$ cat config.mk
export PLATFORM = sky130hd
export DESIGN_NAME = pgw_gateway
export DESIGN_NICKNAME = d
export VERILOG_FILES = /design/src/hw/pgw_pkg.sv /design/src/hw/pgw_cmd_if.sv /design/src/hw/pgw_cmd_track.sv /design/src/hw/pgw_gateway.sv
export VERILOG_INCLUDE_DIRS = /design/src /design/src/hw
export SDC_FILE = /design/constraint.sdc
export NUM_CORES = 1
export LEC_CHECK = 0
export ABC_AREA = 1
export ABC_CLOCK_PERIOD_IN_PS = 4350
export BUFFER_PORTS_ARGS = -buffer_cell sky130_fd_sc_hd__buf_2
export CORE_ASPECT_RATIO = 2
export CORE_MARGIN = 2
export CORE_UTILIZATION = 50
export CTS_CLUSTER_SIZE = 25
export DETAILED_ROUTE_END_ITERATION = 6
export GPL_TIMING_DRIVEN = 0
export MAX_ROUTING_LAYER = met4
export PLACE_DENSITY = 0.86
export SYNTH_ARGS = -nofsm -noshare
export SYNTH_HDL_FRONTEND = slang
export SYNTH_HIERARCHICAL = 1
export SYNTH_SLANG_ARGS = --single-unit
$ cat constraint.sdc
create_clock -name clk -period 4.35 [get_ports clk]
set_input_delay 0.435 -clock clk [delete_from_list [all_inputs] [get_ports clk]]
set_output_delay 0.435 -clock clk [all_outputs]
set_load 0.02 [all_outputs]
$ cat src/hw/pgw_params.svh
/*
  Constants for the polled I/O gateway: command codes, field positions,
  status and reply codes and the explicit command address.
  Assumes inclusion by bare name from the design files.
*/
`ifndef PGW_PARAMS_SVH
`define PGW_PARAMS_SVH

`define PGW_CMD_SAFE      8'h00
`define PGW_CMD_VALID     8'h14
`define PGW_CMD_RUN       8'h34
`define PGW_CMD_STOP      8'h44
`define PGW_STATUS_BAD    8'h04
`define PGW_UNUSED_BYTE   8'h00
`define PGW_ZERO_BYTE     8'h00
`define PGW_RUN_BIT       0
`define PGW_NODELAY_BIT   4
`define PGW_DELAY_BIT     5
`define PGW_SVC_CODE      8'h32
`define PGW_OBJ_A         8'h64
`define PGW_OBJ_B         8'h01
`define PGW_RESP_OK       8'hC1
`define PGW_RESP_REJECT   8'hC0
`define PGW_ERR_ADDR      8'h16

`endif

$ cat src/hw/pgw_pkg.sv
/*
  Types shared by the polled I/O gateway modules.
  Assumes nothing of its surroundings.
*/
package pgw_pkg;
  typedef enum logic [1:0] {
    PGW_IDLE = 2'b00,
    PGW_BUSY = 2'b01,
    PGW_RESP = 2'b10
  } pgw_state_t;
endpackage

$ cat src/hw/pgw_cmd_if.sv
/*
  Interface between the gateway top and its explicit command tracker.
  Assumes one clock shared by both ends.
*/
`timescale 1ns/1ns
interface pgw_cmd_if;
  logic       busy;
  logic       done;
  modport tracker (output busy, output done);
  modport user    (input  busy, input  done);
endinterface

$ cat src/hw/pgw_cmd_track.sv
/*
  Explicit command tracker: checks the address of a request, holds busy
  while the data exchange runs, then returns one reply.
  Assumes request and end strobes are one-cycle pulses on clk.
*/
`timescale 1ns/1ns
`include "pgw_params.svh"
module pgw_cmd_track (
  // Clock and reset
  input  wire logic       clk,
  input  wire logic       rst,
  // Request from the explicit message layer
  input  wire logic       req_valid,
  input  wire logic [7:0] req_service,
  input  wire logic [7:0] req_object_a,
  input  wire logic [7:0] req_object_b,
  input  wire logic       xchg_end,
  input  wire logic       xchg_ok,
  // Reply
  output logic            rsp_valid,
  output logic [7:0]      rsp_code,
  output logic            rsp_error,
  // Status to the gateway
  pgw_cmd_if.tracker      cmd
);
  pgw_pkg::pgw_state_t state_reg, state_next;
  logic [7:0] code_reg, code_next;
  logic       err_reg, err_next;
  logic       addr_ok;

  assign addr_ok = req_service == `PGW_SVC_CODE &&
                   req_object_a == `PGW_OBJ_A &&
                   req_object_b == `PGW_OBJ_B;

  always_comb begin
    state_next = state_reg;
    code_next  = code_reg;
    err_next   = err_reg;
    case (state_reg)
      pgw_pkg::PGW_IDLE: begin
        if (req_valid && addr_ok) begin
          state_next = pgw_pkg::PGW_BUSY;
        end else if (req_valid) begin
          state_next = pgw_pkg::PGW_RESP;
          code_next  = `PGW_RESP_REJECT;
          err_next   = 1'b1;
        end
      end
      pgw_pkg::PGW_BUSY: begin
        if (xchg_end) begin
          state_next = pgw_pkg::PGW_RESP;
          code_next  = xchg_ok ? `PGW_RESP_OK : `PGW_RESP_REJECT;
          err_next   = !xchg_ok;
        end
      end
      default: begin
        state_next = pgw_pkg::PGW_IDLE;
      end
    endcase
  end

  always_ff @(posedge clk) begin
    if (rst) begin
      state_reg <= pgw_pkg::PGW_IDLE;
      code_reg  <= 8'h00;
      err_reg   <= 1'b0;
    end else begin
      state_reg <= state_next;
      code_reg  <= code_next;
      err_reg   <= err_next;
    end
  end

  assign cmd.busy  = state_reg == pgw_pkg::PGW_BUSY;
  assign cmd.done  = state_reg == pgw_pkg::PGW_RESP;
  assign rsp_valid = state_reg == pgw_pkg::PGW_RESP;
  assign rsp_code  = code_reg;
  assign rsp_error = err_reg;
endmodule

$ cat src/hw/pgw_gateway.sv
/*
  Polled I/O gateway top: maps three output bytes from the master onto
  remote input bits and run state, and builds three input bytes back.
  Assumes cyclic bytes arrive with a one-cycle frame strobe on clk.
*/
// Operation
// - Three input bytes; third always zero.
// - Byte 0 bit 0 reports RUN.
// - Bit 4 no delay, bit 5 delay.
// - Byte 1 carries remote output bits.
// - Invalid coupling status sends byte 1 zero.
// - Input bytes freeze during explicit command.
// - Code 14 hex accepts data bytes.
// - Code 34 hex sets RUN, no data.
// - Code 44 hex sets STOP, no data.
// - Code 00 hex clears all remote inputs.
// - Byte 1 drives remote inputs 9-16.
// - Byte 2 drives remote inputs 1-8.
// - Remote inputs held during pending command.
// - Commands addressed by service, object a, b.
// - Every command request made while idle receives one reply.
`timescale 1ns/1ns
`include "pgw_params.svh"
module pgw_gateway (
  // Clock and reset
  input  wire logic        clk,
  input  wire logic        rst,
  // Cyclic output frame from the master
  input  wire logic        out_frame_valid,
  input  wire logic [7:0]  out_byte0,
  input  wire logic [7:0]  out_byte1,
  input  wire logic [7:0]  out_byte2,
  // Base unit status
  input  wire logic [7:0]  remote_output_bits,
  input  wire logic        unit_has_delay,
  input  wire logic [7:0]  coupling_status,
  // Explicit command request
  input  wire logic        req_valid,
  input  wire logic [7:0]  req_service,
  input  wire logic [7:0]  req_object_a,
  input  wire logic [7:0]  req_object_b,
  input  wire logic [7:0]  parameter_selector,
  input  wire logic        xchg_end,
  input  wire logic        xchg_ok,
  // Explicit command reply
  output logic             rsp_valid,
  output logic [7:0]       rsp_code,
  output logic             rsp_error,
  output logic             cmd_busy,
  output logic [7:0]       cmd_selector,
  // Cyclic input bytes to the master
  output logic [7:0]       in_byte0,
  output logic [7:0]       in_byte1,
  output logic [7:0]       in_byte2,
  // Drive to the base unit
  output logic [15:0]      remote_input_bits,
  output logic             run_mode
);
  pgw_cmd_if cmd ();

  logic [15:0] rin_reg, rin_next;
  logic        run_reg, run_next;
  logic [7:0]  ib0_reg, ib0_next;
  logic [7:0]  ib1_reg, ib1_next;
  logic [7:0]  sel_reg, sel_next;
  logic [7:0]  variant;

  // Pending frame, applied once the running command ends if no new frame arrives in that cycle.
  logic        pend_reg, pend_next;
  logic [7:0]  pb0_reg, pb0_next;
  logic [7:0]  pb1_reg, pb1_next;
  logic [7:0]  pb2_reg, pb2_next;

  logic        apply;
  logic [7:0]  ab0, ab1, ab2;

  // Decodes shared by the command and input byte paths and their checks.
  function automatic logic pgw_known(input logic [7:0] code);
    pgw_known = code == `PGW_CMD_SAFE || code == `PGW_CMD_VALID ||
                code == `PGW_CMD_RUN || code == `PGW_CMD_STOP;
  endfunction

  function automatic logic pgw_status_bad(input logic [7:0] status);
    pgw_status_bad = status == `PGW_STATUS_BAD;
  endfunction

  pgw_cmd_track u_track (
    .clk          (clk),
    .rst          (rst),
    .req_valid    (req_valid),
    .req_service  (req_service),
    .req_object_a (req_object_a),
    .req_object_b (req_object_b),
    .xchg_end     (xchg_end),
    .xchg_ok      (xchg_ok),
    .rsp_valid    (rsp_valid),
    .rsp_code     (rsp_code),
    .rsp_error    (rsp_error),
    .cmd          (cmd.tracker)
  );

  always_comb begin
    variant = 8'h00;
    variant[`PGW_NODELAY_BIT] = !unit_has_delay;
    variant[`PGW_DELAY_BIT]   = unit_has_delay;
  end

  // A frame is applied directly while no command is busy, otherwise it waits.
  always_comb begin
    pend_next = pend_reg;
    pb0_next  = pb0_reg;
    pb1_next  = pb1_reg;
    pb2_next  = pb2_reg;
    apply     = 1'b0;
    ab0       = out_byte0;
    ab1       = out_byte1;
    ab2       = out_byte2;
    if (cmd.busy) begin
      if (out_frame_valid) begin
        pend_next = 1'b1;
        pb0_next  = out_byte0;
        pb1_next  = out_byte1;
        pb2_next  = out_byte2;
      end
    end else if (out_frame_valid) begin
      apply     = 1'b1;
      pend_next = 1'b0;
    end else if (pend_reg) begin
      apply     = 1'b1;
      ab0       = pb0_reg;
      ab1       = pb1_reg;
      ab2       = pb2_reg;
      pend_next = 1'b0;
    end
  end

  always_comb begin
    rin_next = rin_reg;
    run_next = run_reg;
    if (apply && pgw_known(ab0)) begin
      case (ab0)
        `PGW_CMD_VALID: rin_next = {ab1, ab2};
        `PGW_CMD_RUN:   run_next = 1'b1;
        `PGW_CMD_STOP:  run_next = 1'b0;
        `PGW_CMD_SAFE:  rin_next = 16'h0000;
        default:        rin_next = rin_reg;
      endcase
    end
  end

  // Input bytes only track the unit while no command is running.
  always_comb begin
    ib0_next = ib0_reg;
    ib1_next = ib1_reg;
    sel_next = sel_reg;
    if (req_valid && !cmd.busy && !cmd.done) begin
      sel_next = parameter_selector;
    end
    if (!cmd.busy) begin
      ib0_next = variant;
      ib0_next[`PGW_RUN_BIT] = run_reg;
      if (pgw_status_bad(coupling_status)) begin
        ib1_next = `PGW_ZERO_BYTE;
      end else begin
        ib1_next = remote_output_bits;
      end
    end
  end

  always_ff @(posedge clk) begin
    if (rst) begin
      rin_reg  <= 16'h0000;
      run_reg  <= 1'b0;
      ib0_reg  <= 8'h00;
      ib1_reg  <= 8'h00;
      sel_reg  <= 8'h00;
      pend_reg <= 1'b0;
      pb0_reg  <= 8'h00;
      pb1_reg  <= 8'h00;
      pb2_reg  <= 8'h00;
    end else begin
      rin_reg  <= rin_next;
      run_reg  <= run_next;
      ib0_reg  <= ib0_next;
      ib1_reg  <= ib1_next;
      sel_reg  <= sel_next;
      pend_reg <= pend_next;
      pb0_reg  <= pb0_next;
      pb1_reg  <= pb1_next;
      pb2_reg  <= pb2_next;
    end
  end

  assign in_byte0          = ib0_reg;
  assign in_byte1          = ib1_reg;
  assign in_byte2          = `PGW_UNUSED_BYTE;
  assign remote_input_bits = rin_reg;
  assign run_mode          = run_reg;
  assign cmd_busy          = cmd.busy;
  assign cmd_selector      = sel_reg;
endmodule

==> impl_metrics.json <==
{
  "cts_buffers": 9,
  "r2r-start": "u_track/state_reg[1]",
  "start_kind": "register",
  "netlist_area_um2": 3238,
  "drive_gt1_frac": 0.2853,
  "coreArea_um2": 6310,
  "drt_iter0_drc": 159,
  "grt-ovfl-total": 0,
  "r2r-end": "remote_input_bits[11]",
  "cts_tree": "built",
  "cp_cell_sequence": "inv_1, nand2_1, inv_1, inv_2, buf_2, nand3_1, nand2_1, nand3_1, nor2_2, buf_2, nor2_1, nand2_1, a21oi_1",
  "crit_top_cell": "nand2_1",
  "hp-class": "primary input to register",
  "cts.repair.resized": 0,
  "cts-htree-levels": 3,
  "syn_avg_cell_area_um2": 6.760,
  "worst_ep_required_time_ps": 4540,
  "postRouteAntennaNets": 0,
  "synth_top_area_share": 0.4080,
  "numClockSinks": 66,
  "num_io_pins": 139,
  "die_h_um": 117.8,
  "reg2reg_depth": 13,
  "regToRegSetupSlack_ps": 2130,
  "multi_input_area_um2": 1435,
  "crit_type": "register to register",
  "wire_per_inst_um": 12.01,
  "min_to": "in_byte0[4]",
  "p_leak_nw": 2.170,
  "place.gp.congestion": 0.9080,
  "setup_viol": 0,
  "drv_cap": 0,
  "pre_cts_ws_ps": 2182,
  "cts.clk_slew.worst_paths_ps": 50,
  "fin_skew_ps": 4.699,
  "syn-instance-count": 479,
  "ctsHoldBuffers": 0,
  "grt_max_degree": 12,
  "clk_latency_ps": 330,
  "fin_setup_tns_ps": 0,
  "grt_pass1_vias": 3277,
  "grtUsageTotal": 0.2585,
  "via_per_inst": 4.898,
  "design_area_um2": 4293,
  "min_period_ps": 2222,
  "status": "complete, no violations",
  "row_count": 41,
  "area_growth_pct": 32.57,
  "post-cts-setup-buffer-count": 0,
  "setup_slack_ps": 2128,
  "endpoint_kind": "register",
  "fin_crit_sh": 0.5109,
  "yosys_warnings": 6,
  "fill_cells": 584,
  "drt-pass1-iter-count": 5,
  "whs_path_depth": 2,
  "hold_viol_final": 0,
  "io_buffer_count": 120,
  "power.density_nw_per_um2": 349.8,
  "cp_max_fo": 10,
  "slew_violations": 0,
  "hpwl_um": 6627,
  "place_area_um2": 4006,
  "num_antenna_cells": 0,
  "nNetsFinal": 705,
  "yosysTopAreaCell": "dfxtp_1",
  "cts_buffer_depth": 2,
  "synth.area.top_cells": "dfxtp_1, nand2_1, a21oi_1, inv_1, o21ai_0",
  "ir_worst_vdd_v": 0.0002636,
  "initial_core_util": 0.5132,
  "die_area_um2": 7175,
  "yosysSeqAreaShare": 0.4080,
  "die_w_um": 60.91,
  "critPathMaxStageDelay_ps": 330,
  "fmax_ghz": 0.4500,
  "antenna_found_initial": 0,
  "rsz0062_at_grt": "false",
  "synth-seq-cells": 66,
  "routed_wl_um": 8608,
  "min-delay-start": "unit_has_delay",
  "synth_cell_type_count": 25,
  "crit_slowest_cell": "dfxtp_1",
  "largest_reg_flops": 16,
  "cts_root_buffer": "clkbuf_16",
  "drc": 0,
  "grt_first_pass_wirelength_um": 13900,
  "regArea_um2": 1321,
  "vias": 3512,
  "arrival_ps": 2410
}
## kinds of logic (layout without fill, tap and decap cells)
logic type,Yosys count,count (layout),share of synthesized area
AOI/OAI and AO/OA,110,110,0.1727
DFF,66,66,0.4080
buffers and inverters,119,255,0.1673
other,2,18,0.002319
and+or+nand+nor,182,182,0.2496
## critical path: cells and delay by family, from the launching register on
kind | cells | cell delay [ps]
AO/OA/AOI/OAI | 1 | 70
buffers and inverters | 5 | 760
flip-flops | 1 | 330
AND/OR/NAND/NOR | 7 | 920
## layout by cell type, fill, tap and decap left out, drive strengths merged, types with 18 or more instances in the layout
master    n
nand3    38
buf     149
nand2    86
inv      77
conb     18
dfxtp    66
nor2     51
clkbuf   23
o21ai    49
a21oi    59
## stage by stage
step / util / instances / hold WS (ps) / power [mW]
3_5_place_dp: 0.6349 / 701 / 436.1 / 0.8108
6_report: 0.6803 / 717 / 298.0 / 1.502
3_3_place_gp: 0.6349 / 701 / 430.7 / 0.8064
2_1_floorplan: - / 495 / 424.5 / 0.7443
4_1_cts: 0.6803 / 717 / 284.4 / 1.510
5_1_grt: 0.6803 / 717 / 317.7 / 1.554
## layout make-up
type | count | share of cell area
flip-flops and latches | 66 | 0.3078
clock buffers | 10 | 0.05334
inverters | 77 | 0.06733
repair buffers | 120 | 0.1399
well taps | 86 | 0.02507
plain buffers | 42 | 0.05887
multi-input cells | 310 | 0.3343
clock inverters | 6 | 0.01341
## cell usage after synthesis
library cell,count
nand3b_1,2
nand2_1,81
nor2_4,1
clkbuf_1,13
a211oi_1,1
a21oi_2,1
inv_1,74
nor2_2,4
dfxtp_1,66
nor4_1,2
nand3_2,4
nand3_1,34
a21oi_1,58
nor3_1,2
buf_6,2
conb_1,2
inv_2,3
buf_4,20
buf_2,4
nand2_2,5
nor3_4,1
buf_1,3
nor2_1,46
o21a_1,1
o21ai_0,49
## routing by layer
| metal | up-vias | routed length (um) | GRT usage |
|---|---|---|---|
| met4 | 0 | 250 | 0.1223 |
| met5 | - | 0 | - |
| met1 | 1579 | 3017 | 0.2530 |
| met2 | 144 | 4902 | 0.4637 |
| met3 | 25 | 438 | 0.04176 |
| li1 | 1764 | - | - |
## report_power, final
| group | switching (mW) | internal (mW) |
|---|---|---|
| logic | 0.101 | 0.0728 |
| registers | 0.00721 | 0.619 |
| clock network | 0.262 | 0.439 |
| total | 0.371 | 1.13 |
## worst max path at each step
stage | cells past startpoint | endpoint | slack (ps) | from
finish | 13 | remote_input_bits[11] | 2130 | u_track/state_reg[1]
global route | 13 | remote_input_bits[11] | 1880 | u_track/state_reg[1]
CTS | 13 | remote_input_bits[14] | 2140 | u_track/state_reg[1]
detailed placement | 13 | remote_input_bits[14] | 2180 | u_track/state_reg[1]
global placement | 13 | remote_input_bits[15] | 2270 | u_track/state_reg[1]
floorplan | 14 | remote_input_bits[10] | 2490 | u_track/state_reg[1]
(Power assumes the default switching activity.)
